**config.mk**
```make
export PLATFORM = sky130hd
export DESIGN_NAME = sram_host_ctrl
export DESIGN_NICKNAME = d
export VERILOG_FILES = /design/src/sram_host_pkg.sv /design/src/sram_host_ctrl.sv /design/src/sram_host_timer.sv
export SDC_FILE = /design/constraint.sdc
export NUM_CORES = 1
export LEC_CHECK = 0
export ABC_AREA = 1
export BUFFER_PORTS_ARGS = -buffer_cell sky130_fd_sc_hd__buf_2
export CAP_MARGIN = 20
export CORE_ASPECT_RATIO = 1.75
export CORE_MARGIN = 1.5
export CORE_UTILIZATION = 43
export CTS_CLUSTER_DIAMETER = 30
export DETAILED_ROUTE_END_ITERATION = 10
export PLACE_DENSITY = 0.77
export SLEW_MARGIN = 20
export SYNTH_ARGS = -nofsm -noshare
export SYNTH_HDL_FRONTEND = slang
export SYNTH_SLANG_ARGS = --single-unit
```
**constraint.sdc**
```tcl
create_clock -name MCLK -period 1.2 [get_ports MCLK]
set_clock_uncertainty 0.05 [all_clocks]
set_input_delay 0.12 -clock MCLK [delete_from_list [all_inputs] [get_ports MCLK]]
set_output_delay 0.12 -clock MCLK [all_outputs]
set_load 0.1 [all_outputs]
```
**src/sram_host_pkg.sv**
```systemverilog
// Purpose: Constants for the host controller of a 2K x 8 asynchronous static memory
// Assumes: 200 MHz controller clock, timing figures of the slowest speed grade
// Notes:   Times are in ns; cycle counts are derived from them
`default_nettype none
package sram_host_pkg;

	localparam int ADDR_W = 11;
	localparam int DATA_W = 8;
	localparam int WORDS  = 2048;

	localparam int CLK_PERIOD_NS = 5;

	// ------------------------------------------------------------------
	// Timing figures in ns
	// ------------------------------------------------------------------
	localparam int T_READ_CYCLE_NS  = 70;	// address-to-data access
	localparam int T_WRITE_PULSE_NS = 65;	// write strobe and select overlap
	localparam int T_DATA_SETUP_NS  = 30;	// data before end of write
	localparam int T_TURN_NS        = 20;	// device output to high impedance

	function automatic int cycles_up(input int ns);
		return (ns + CLK_PERIOD_NS - 1) / CLK_PERIOD_NS;
	endfunction : cycles_up

	localparam int CNT_W = 5;
	localparam logic [CNT_W-1:0] RD_CYCLES   = CNT_W'(cycles_up(T_READ_CYCLE_NS));
	localparam logic [CNT_W-1:0] WR_CYCLES   = CNT_W'(cycles_up(T_WRITE_PULSE_NS));
	localparam logic [CNT_W-1:0] TURN_CYCLES = CNT_W'(cycles_up(T_TURN_NS));
	localparam logic [CNT_W-1:0] CNT_ONE     = 5'h01;
	localparam logic [CNT_W-1:0] CNT_ZERO    = 5'h00;

	typedef enum logic [2:0] {
		ST_IDLE,
		ST_TURN,
		ST_READ,
		ST_WRITE,
		ST_HOLD
	} state_t;

endpackage : sram_host_pkg
`default_nettype wire

```
**src/sram_host_ctrl.sv**
```systemverilog
// Purpose: Host-side controller driving a 2K x 8 asynchronous static memory
// Assumes: Single clock MCLK, synchronous active-low reset, inputs synchronous
// Notes:   One access at a time; data pins are split into in, out and enable
`timescale 1ns/1ps
`default_nettype none
module sram_host_ctrl (
	input  wire logic                              MCLK,
	input  wire logic                              RST_N,
	input  wire logic                              REQ_VALID,
	input  wire logic                              REQ_WRITE,
	input  wire logic [sram_host_pkg::ADDR_W-1:0]  REQ_ADDR,
	input  wire logic [sram_host_pkg::DATA_W-1:0]  REQ_WDATA,
	output logic                                   REQ_READY,
	output logic                                   RSP_VALID,
	output logic [sram_host_pkg::DATA_W-1:0]       RSP_RDATA,
	output logic [sram_host_pkg::ADDR_W-1:0]       ADDR_PINS,
	output logic                                   SEL_N,
	output logic                                   WSTB_N,
	output logic                                   ODRV_N,
	input  wire logic [sram_host_pkg::DATA_W-1:0]  DATA_PINS_IN,
	output logic [sram_host_pkg::DATA_W-1:0]       DATA_PINS_OUT,
	output logic                                   DATA_PINS_OE
);
	sram_host_pkg::state_t state;
	sram_host_pkg::state_t next_state;

	logic                              pend_write;
	logic                              timer_load;
	logic [sram_host_pkg::CNT_W-1:0]   timer_value;
	logic                              timer_done;
	wire                               take_req;
	wire                               in_idle;

	// Decoded phase flags
	wire                               next_idle;
	wire                               next_read;
	wire                               next_write;
	wire                               next_hold;
	wire                               rd_done;
	wire                               wr_done;
	wire                               host_drive;

	// ------------------------------------------------------------------
	// Phase timer
	// ------------------------------------------------------------------
	// One shared timer: phases never overlap, so a second counter would idle
	sram_host_timer u_timer (
		.clk   (MCLK),
		.rst_n (RST_N),
		.load  (timer_load),
		.value (timer_value),
		.done  (timer_done)
	);

	assign in_idle  = (state == sram_host_pkg::ST_IDLE);
	assign take_req = in_idle && REQ_VALID;

	// ------------------------------------------------------------------
	// Decoding of the coming phase
	// ------------------------------------------------------------------
	// Pins are registered from the next state, so each pin changes on the
	// same edge as the phase it belongs to and never lags by a cycle.
	assign next_idle  = (next_state == sram_host_pkg::ST_IDLE);
	assign next_read  = (next_state == sram_host_pkg::ST_READ);
	assign next_write = (next_state == sram_host_pkg::ST_WRITE);
	assign next_hold  = (next_state == sram_host_pkg::ST_HOLD);
	// Read data is taken on the last edge of the select window, before
	// select rises; a write answers from its hold cycle.
	assign rd_done    = (state == sram_host_pkg::ST_READ) && timer_done;
	assign wr_done    = (state == sram_host_pkg::ST_HOLD) && pend_write;
	// Host drives data through the strobe and one cycle beyond it, so
	// data is still held when the strobe edge that ends the write passes.
	assign host_drive = next_write || next_hold;

	// ------------------------------------------------------------------
	// Sequencing
	// ------------------------------------------------------------------
	// A write first waits out the device output turn-off so the host never
	// fights a driven bus; the strobe then falls with select low already.
	// Counts come from the slowest grade, rounded up to whole cycles:
	// a read keeps select and output drive low for the full access time,
	// a write waits out the turn-off, holds the strobe for the full pulse
	// width and then keeps data on the pins for one more cycle.
	// Limitation: one access at a time; faster grades gain nothing.
	// The write always ends on the strobe, never on select.
	always_comb begin
		next_state  = state;
		timer_load  = 1'b0;
		timer_value = sram_host_pkg::CNT_ZERO;
		unique case (state)
			sram_host_pkg::ST_IDLE: begin
				if (REQ_VALID) begin
					timer_load = 1'b1;
					if (REQ_WRITE) begin
						next_state  = sram_host_pkg::ST_TURN;
						timer_value = sram_host_pkg::TURN_CYCLES;
					end else begin
						next_state  = sram_host_pkg::ST_READ;
						timer_value = sram_host_pkg::RD_CYCLES;
					end
				end
			end
			sram_host_pkg::ST_TURN: begin
				if (timer_done) begin
					next_state  = sram_host_pkg::ST_WRITE;
					timer_load  = 1'b1;
					timer_value = sram_host_pkg::WR_CYCLES;
				end
			end
			sram_host_pkg::ST_READ: begin
				if (timer_done)
					next_state = sram_host_pkg::ST_IDLE;
			end
			sram_host_pkg::ST_WRITE: begin
				if (timer_done)
					next_state = sram_host_pkg::ST_HOLD;
			end
			sram_host_pkg::ST_HOLD: begin
				next_state = sram_host_pkg::ST_IDLE;
			end
		endcase
	end

	// Reset parks the sequencer in idle with every control inactive
	always_ff @(posedge MCLK) begin
		if (!RST_N)
			state <= sram_host_pkg::ST_IDLE;
		else
			state <= next_state;
	end

	// ------------------------------------------------------------------
	// Request capture; address held for the whole access
	// ------------------------------------------------------------------
	// Write data is latched with the address, long before the strobe falls
	always_ff @(posedge MCLK) begin
		if (!RST_N) begin
			ADDR_PINS     <= '0;
			DATA_PINS_OUT <= '0;
			pend_write    <= 1'b0;
		end else if (take_req) begin
			ADDR_PINS     <= REQ_ADDR;
			DATA_PINS_OUT <= REQ_WDATA;
			pend_write    <= REQ_WRITE;
		end
	end

	// ------------------------------------------------------------------
	// Pin controls
	// ------------------------------------------------------------------
	// Deselect when idle so the device rests in standby between accesses
	always_ff @(posedge MCLK) begin
		if (!RST_N)
			SEL_N <= 1'b1;
		else
			SEL_N <= next_idle;
	end

	// Strobe low only inside a write with a stable address; raising it
	// ends the write while select is still low.
	always_ff @(posedge MCLK) begin
		if (!RST_N)
			WSTB_N <= 1'b1;
		else
			WSTB_N <= !next_write;
	end

	// Output drive only for reads; held high in writes so the device
	// never turns its outputs on against the host.
	always_ff @(posedge MCLK) begin
		if (!RST_N)
			ODRV_N <= 1'b1;
		else
			ODRV_N <= !next_read;
	end

	// Drive data only once the device has released the bus, and keep it
	// through the hold cycle after the strobe rises.
	always_ff @(posedge MCLK) begin
		if (!RST_N)
			DATA_PINS_OE <= 1'b0;
		else
			DATA_PINS_OE <= host_drive;
	end

	// ------------------------------------------------------------------
	// Answers
	// ------------------------------------------------------------------
	// Ready stays low on the taking edge so a held request is not seen twice
	always_ff @(posedge MCLK) begin
		if (!RST_N)
			REQ_READY <= 1'b0;
		else
			REQ_READY <= next_idle && !take_req;
	end

	always_ff @(posedge MCLK) begin
		if (!RST_N)
			RSP_VALID <= 1'b0;
		else
			RSP_VALID <= rd_done || wr_done;
	end

	// Read data holds until the next read completes
	always_ff @(posedge MCLK) begin
		if (!RST_N)
			RSP_RDATA <= '0;
		else if (rd_done)
			RSP_RDATA <= DATA_PINS_IN;
	end
endmodule : sram_host_ctrl
`default_nettype wire

```
**src/sram_host_timer.sv**
```systemverilog
// Purpose: Down counter that times the phases of a memory access
// Assumes: One load per phase; done pulses when the count reaches one
// Notes:   Loads win over counting
`timescale 1ns/1ps
`default_nettype none
module sram_host_timer (
	input  wire logic                              clk,
	input  wire logic                              rst_n,
	input  wire logic                              load,
	input  wire logic [sram_host_pkg::CNT_W-1:0]   value,
	output var  logic                              done
);
	logic [sram_host_pkg::CNT_W-1:0] count;

	assign done = (count == sram_host_pkg::CNT_ONE);

	always_ff @(posedge clk) begin
		if (!rst_n)
			count <= sram_host_pkg::CNT_ZERO;
		else if (load)
			count <= value;
		else if (count != sram_host_pkg::CNT_ZERO)
			count <= count - sram_host_pkg::CNT_ONE;
	end
endmodule : sram_host_timer
`default_nettype wire
```
==> results of run 1 <==
-- power by group through the flow --
stage | sequential [W] | combinational, W | clock (W)
6_report | 0.00226 | 0.00556 | 0.000953
3_5_place_dp | 0.00215 | 0.00454 | 0
3_3_place_gp | 0.00212 | 0.00446 | 0
2_1_floorplan | 0.00381 | 0.00139 | 0
5_1_grt | 0.00229 | 0.00577 | 0.00102
4_1_cts | 0.00216 | 0.00476 | 0.000947
-- metrics by stage --
| step | utilization (%) | hold slack (ns) |
|---|---|---|
| final | 81.62 | 0.01282 |
| after global routing | 81.62 | 0.01793 |
| after CTS | 73.62 | 0.01368 |
| after detailed placement | 68.19 | 0.3196 |
| after global placement | 68.19 | 0.3037 |
| after floorplan | - | 0.1857 |
-- critical path: stages (launching register included) --
cell and delay [ns]:
dfxtp_4 0.38, nor2_4 0.16, nand3_4 0.20, inv_8 0.16, buf_6 0.13, nor2_1 0.05
nor2_1 0.17
-- kinds of logic after synthesis --
group           share of synthesized area (%)
flops                                   48.84
simple gates                            30.67
compound gates                          10.97
xor+xnor                               0.5088
buf+inv                                 6.831
fa+ha+maj                               2.180
-- layer usage --
metal  track usage [%]  share of wire, %
met5                 0                 0
met3             3.621               4.3
met2             48.21                58
met1             21.91                32
met4             12.29               5.8
-- how the worst min path moves through the flow --
stage                     from                       endpoint  slack (ns)  depth (start not counted)
2_1_floorplan            RST_N            state[1]$_SDFF_PN0_        0.19                          2
3_3_place_gp   DATA_PINS_IN[4]      RSP_RDATA[4]$_SDFFE_PN0P_        0.30                          3
3_5_place_dp   DATA_PINS_IN[7]      RSP_RDATA[7]$_SDFFE_PN0P_        0.32                          3
4_1_cts        DATA_PINS_IN[7]      RSP_RDATA[7]$_SDFFE_PN0P_        0.01                          3
5_1_grt            REQ_ADDR[0]      ADDR_PINS[0]$_SDFFE_PN0P_        0.02                          3
6_report          REQ_WDATA[4]  DATA_PINS_OUT[4]$_SDFFE_PN0P_        0.01                          3
-- layout make-up --
cell class / count / area [µm²]
flip-flops and latches: 42 / 893.4
clock buffers: 7 / 86.33
inverters: 20 / 100.1
clock inverters: 1 / 5.005
multi-input cells: 155 / 999.7
fillers: 195 / 710.7
repair buffers: 86 / 1011
well taps: 48 / 60.06
-- sequential cells by signal (all words and copies together), names as in the netlist --
signal / count
WSTB_N: 1
pend_write: 1
RSP_VALID: 1
DATA_PINS_OUT: 8
u_timer.count: 5
ADDR_PINS: 11
ODRV_N: 1
RSP_RDATA: 8
DATA_PINS_OE: 1
SEL_N: 1
REQ_READY: 1
state: 3
-- what timing repair did --
| item | in CTS | in global routing |
|---|---|---|
| hold buffers | 0 | 0 |
| cloned | 1 | 5 |
| buffers inserted | 1 | 2 |
| pin swaps | 4 | 19 |
| gates resized for setup | 32 | 74 |
| endpoints found under the setup margin | 44 | 45 |
-- cell usage in the layout (no fill, tap or decap), types with 4 or more instances in the layout --
master | synthesis | routed
dfxtp_4 | 0 | 4
clkbuf_8 | 0 | 6
nor2_4 | 4 | 10
dfxtp_1 | 42 | 8
buf_12 | 0 | 29
inv_2 | 5 | 5
o21ai_2 | 0 | 18
nand3_4 | 1 | 5
o21ai_1 | 3 | 11
clkbuf_16 | 0 | 4
dfxtp_2 | 0 | 30
inv_1 | 14 | 9
nor2_2 | 2 | 13
buf_4 | 2 | 18
nand2_1 | 22 | 18
nand3_2 | 5 | 5
buf_2 | 0 | 30
nor2_1 | 68 | 51
==> results.yml, run 1 <==
final_layout:
  area_growth_pct: 83.29
  stdcell_area_um2: 3156
  layout-drive-gt1-share_pct: 63.67
  final_cells: 359
  diodes_inserted: 0
  finalNetCount: 344
floorplan:
  floorplan.rows: 30
  placeableCoreArea_um2: 3866
  ios: 64
  die_width_um: 50.83
  dieArea_um2: 4407
  chipHeight_um: 86.71
  initial_core_util_pct: 44.53
synthesis:
  async_flop_share_pct: 0
  count_of_flip_flops_with_a_built_in_enable_after_synthesis: 0
  yosysWarnings: 0
  synthMostInstantiatedCell: "nor2_1"
  syn-mean-instance-area_um2: 7.720
  synth.top_cell.area_share_pct: 48.84
  post_synth_inst_count: 223
  yosys.area.top_type: "dfxtp_1"
  synth_common_cells: "nor2_1, dfxtp_1, o21ai_0"
  dominant_synthesized_flop_cell: "dfxtp_1"
  synth.lib_cells_used.distinct: 24
  synth.ff_latch_count: 42
  post_synth_main_area_contributors: "dfxtp_1, nor2_1, o21ai_0, nand2_1, inv_1"
  syn_area_um2: 1722
  synth_nets: 257
  seq_area_frac_synth_pct: 48.84
detailed_routing:
  detailroute.via_count: 1983
  antenna_left: 0
  drc: 0
  route.detailed.wl_per_inst_um: 19.48
  dr.first_iter.drc_count: 69
  total_wirelength_of_the_detailed_routed_design_mm: 6.993
  routed_via_density: 5.524
  detail_route.first_pass.iterations: 4
power:
  power.leakage_nw: 1.379
  switchingPower_w: 0.004484
  internal_power_w: 0.004296
  power.share.switching_pct: 51.07
  power_w: 0.008780
  share_comb_of_total_power_pct: 63.4
  power_frac_seq_pct: 25.8
  power_density_nw_per_um2: 2782
  clockPowerShare_pct: 10.9
  vdd.ir_drop.worst_mv: 1.970
place:
  portBuffers: 63
  place_worst_setup_slack_ns: -0.1384
  dp.cells: 342
  detailed_place.area_um2: 2636
  dp_hpwl_mm: 3.410
  gp_routability_congestion: 0.9252
critical_path:
  r2r_cells: 6
  cp-end-kind: "register"
  required_ns: 1.37
  cp_data_arrival_time_ns: 1.56
  worstSetupPathType: "register to register"
  setup.worst_path.start_class: "register"
  critPathMaxFanout: 6
  endpoint: "ADDR_PINS[1]$_SDFFE_PN0P_"
  timing.rr.end: "ADDR_PINS[1]$_SDFFE_PN0P_"
  critPathLaunch: "state[0]$_SDFF_PN0_"
  timing.rr.start: "state[0]$_SDFF_PN0_"
  slack_of_the_worst_reg_to_reg_path_ns: -0.19
run_status:
  status: "complete, but fails checks"
  failed_checks: "negative setup slack"
cts:
  clkLatencyLatePin_ns: 0.30
  cts_buffers: 5
  cts_tree: "done"
  cts.path.max_buffers: 2
  cts-htree-levels: 2
  numClockSinks: 42
  clk_pin_slew_ns: 0.08
  clock-root-buffer: "clkbuf_8"
sta:
  finalSetupViolCount: 42
  timing_max_transition_violations_final: 0
  relSlewSlack_pct: 79.29
  timing.setup.tns_ns: -4.761
  worst_pin_slew_ns: 0.3103
  grt_setup_unrepaired: "yes"
  finalHoldViolCount: 0
  fin_crit_sh_pct: 116.1
  maxClockFrequency_ghz: 0.7175
  setup_slack_ns: -0.1937
  timing.final.crit_period_ns: 1.394
flow_run:
  max-cap-violations: 0
global_routing:
  global_route.overflow_total: 0
  number_of_antenna_violations_at_the_first_check_in_global_routing: 0
  first_pass_grt_wire_length_mm: 7.776
  overall_global_routing_usage_pct: 23.95
  grt_start_max_net_pins: 21
  vias_in_the_first_global_route: 1707
min_path:
  hold_path_class: "input pin to register"
Power figures use the tool's default switching activity.
==> run 2, diff against run 1 <==
--- a/config.mk
+++ b/config.mk
@@ -13,7 +13,9 @@
 export CORE_UTILIZATION = 43
 export CTS_CLUSTER_DIAMETER = 30
 export DETAILED_ROUTE_END_ITERATION = 10
+export GPL_TIMING_DRIVEN = 0
 export PLACE_DENSITY = 0.77
+export RECOVER_POWER = 25
 export SLEW_MARGIN = 20
 export SYNTH_ARGS = -nofsm -noshare
 export SYNTH_HDL_FRONTEND = slang
==> run 2 against run 1 <==
The run still ends with negative setup slack left. Critical path type unchanged. Count of clock-buffer cells in the layout down 1. Final area is 15% lower. Highest routed layer unchanged. Flip-flop and latch count stayed put.
==> results.yml, run 2 (same netlist as run 1, synthesis figures left out) <==
power:
  power_density_nw_per_um2: 2938
  power.leakage_nw: 1.225
  vdd.ir_drop.worst_mv: 1.954
final_layout:
  layout.cells.most_common: "nor2_1"
  seqCellArea_um2: 892.1
  area_growth_pct: 55.52
  mostFrequentLayoutCells: "nor2_1, buf_2, dfxtp_2, buf_4, nand2_1"
  finalNetCount: 339
  diodes_inserted: 0
  multiInputGateArea_um2: 950.9
  register_with_the_most_flip_flops: "ADDR_PINS"
  stdcell_area_um2: 2678
  registers_with_the_most_flip_flops: "ADDR_PINS (11), DATA_PINS_OUT (8), RSP_RDATA (8)"
  final_cells: 354
  number_of_flip_flops_under_the_largest_register_name: 11
  layout-drive-gt1-share_pct: 57.19
  fill_cells: 306
sta:
  timing.setup.tns_ns: -2.989
  timing.final.crit_period_ns: 1.384
  relSlewSlack_pct: 61.61
  finalHoldViolCount: 0
  fin_crit_sh_pct: 115.3
  maxClockFrequency_ghz: 0.7226
  grt_setup_unrepaired: "yes"
  timing_max_transition_violations_final: 0
  setup_slack_ns: -0.1839
  worst_hold_slack_across_all_endpoints_ns: 0.01052
  worst_pin_slew_ns: 0.5758
  finalSetupViolCount: 38
floorplan:
  placeableCoreArea_um2: 3866
  dieArea_um2: 4407
  floorplan.rows: 30
  ios: 64
  chipHeight_um: 86.71
  initial_core_util_pct: 44.53
  die_width_um: 50.83
critical_path:
  cp-end-kind: "register"
  setup.worst_path.start_class: "register"
  worstSetupPathType: "register to register"
  required_ns: 1.37
  cp_data_arrival_time_ns: 1.56
  critPathMaxFanout: 5
global_routing:
  grt_start_max_net_pins: 14
  number_of_antenna_violations_at_the_first_check_in_global_routing: 0
  overall_global_routing_usage_pct: 21.54
  vias_in_the_first_global_route: 1700
  first_pass_grt_wire_length_mm: 7.224
  global_route.overflow_total: 0
run_status:
  status: "complete, but fails checks"
  failed_checks: "negative setup slack"
flow_run:
  max-cap-violations: 0
place:
  detailed_place.area_um2: 2147
  place_worst_setup_slack_ns: -0.1813
  dp_hpwl_mm: 2.965
  gp_routability_congestion: 0.8293
  portBuffers: 63
  dp.cells: 334
detailed_routing:
  detail_route.first_pass.iterations: 4
  detailroute.via_count: 1830
  antenna_left: 0
  routed_via_density: 5.169
  route.detailed.wl_per_inst_um: 15.07
  dr.first_iter.drc_count: 56
  total_wirelength_of_the_detailed_routed_design_mm: 5.334
  drc: 0
cts:
  clkLatencyLatePin_ns: 0.30
  cts_buffers: 5
  numClockSinks: 42
  cts.path.max_buffers: 2
  cts-htree-levels: 2
  cts-hold-fix-buffers: 0
  clock-root-buffer: "clkbuf_8"
  cts_tree: "done"
  clk_pin_slew_ns: 0.09
min_path:
  hold_path_class: "input pin to register"
run 2: cell count changes in the layout (fill, tap and decap cells not counted), moves of 3 or more:
cell,previous run,this run
nor2_1,51,54
o21ai_2,18,11
buf_12,29,0
o21ai_0,1,8
buf_8,0,3
clkbuf_1,1,4
buf_4,18,28
clkbuf_4,3,11
run 2: per-stage QoR:
step	power, W	util [%]
6_report	0.007866	69.26
5_1_grt	0.008238	69.26
4_1_cts	0.007154	63.56
3_5_place_dp	0.005777	55.53
3_3_place_gp	0.005729	55.53
2_1_floorplan	0.005196	-
run 2: critical path, stage by stage, from the launching register on:
cell and delay [ns]:
dfxtp_4 0.38, nor2_4 0.18, nand3_4 0.18, nor2_2 0.19, nor2_1 0.08, o21ai_1 0.08
nand2_1 0.08, nor2_1 0.10
run 2: cell type report:
cell class | count | share of cell area (%)
clock buffer | 6 | 2.710
inverter | 20 | 3.738
clock inverter | 2 | 0.5140
timing repair buffer | 74 | 19.44
multi-input combinational | 155 | 35.51
buffer | 7 | 2.523
sequential | 42 | 33.32
tap | 48 | 2.243
run 2: power breakdown:
part,internal (W),switching (W),leakage [nW]
Sequential,0.00183,0.000315,0.359
Clock,0.000411,0.000501,0.0452
Combinational,0.00142,0.00339,0.821
run 2: final timing paths:
check / from / to / slack (ns) / depth (start not counted)
hold reg to reg: DATA_PINS_OUT[0]$_SDFFE_PN0P_ / DATA_PINS_OUT[0]$_SDFFE_PN0P_ / 0.42 / 2
hold / removal: REQ_WDATA[4] / DATA_PINS_OUT[4]$_SDFFE_PN0P_ / 0.01 / 3
setup / recovery: state[1]$_SDFF_PN0_ / u_timer.count[3]$_SDFFE_PN0P_ / -0.18 / 7
setup reg to reg: state[1]$_SDFF_PN0_ / u_timer.count[3]$_SDFFE_PN0P_ / -0.18 / 7
run 2: layer usage:
metal	wire length, µm	share of wire, %	track usage, %
met1	1847	35	21.05
met2	3123	59	41.51
met3	210	3.9	2.586
met4	153	2.9	12.78
met5	0	0	0
run 2: what timing repair did:
item | 4_1_cts | 5_1_grt
endpoints found under the setup margin | 69 | 44
resized for setup | 63 | 53
cloned | 1 | 3
hold endpoints to repair | 0 | 0
buffers inserted | 5 | 3
pin swaps | 10 | 19
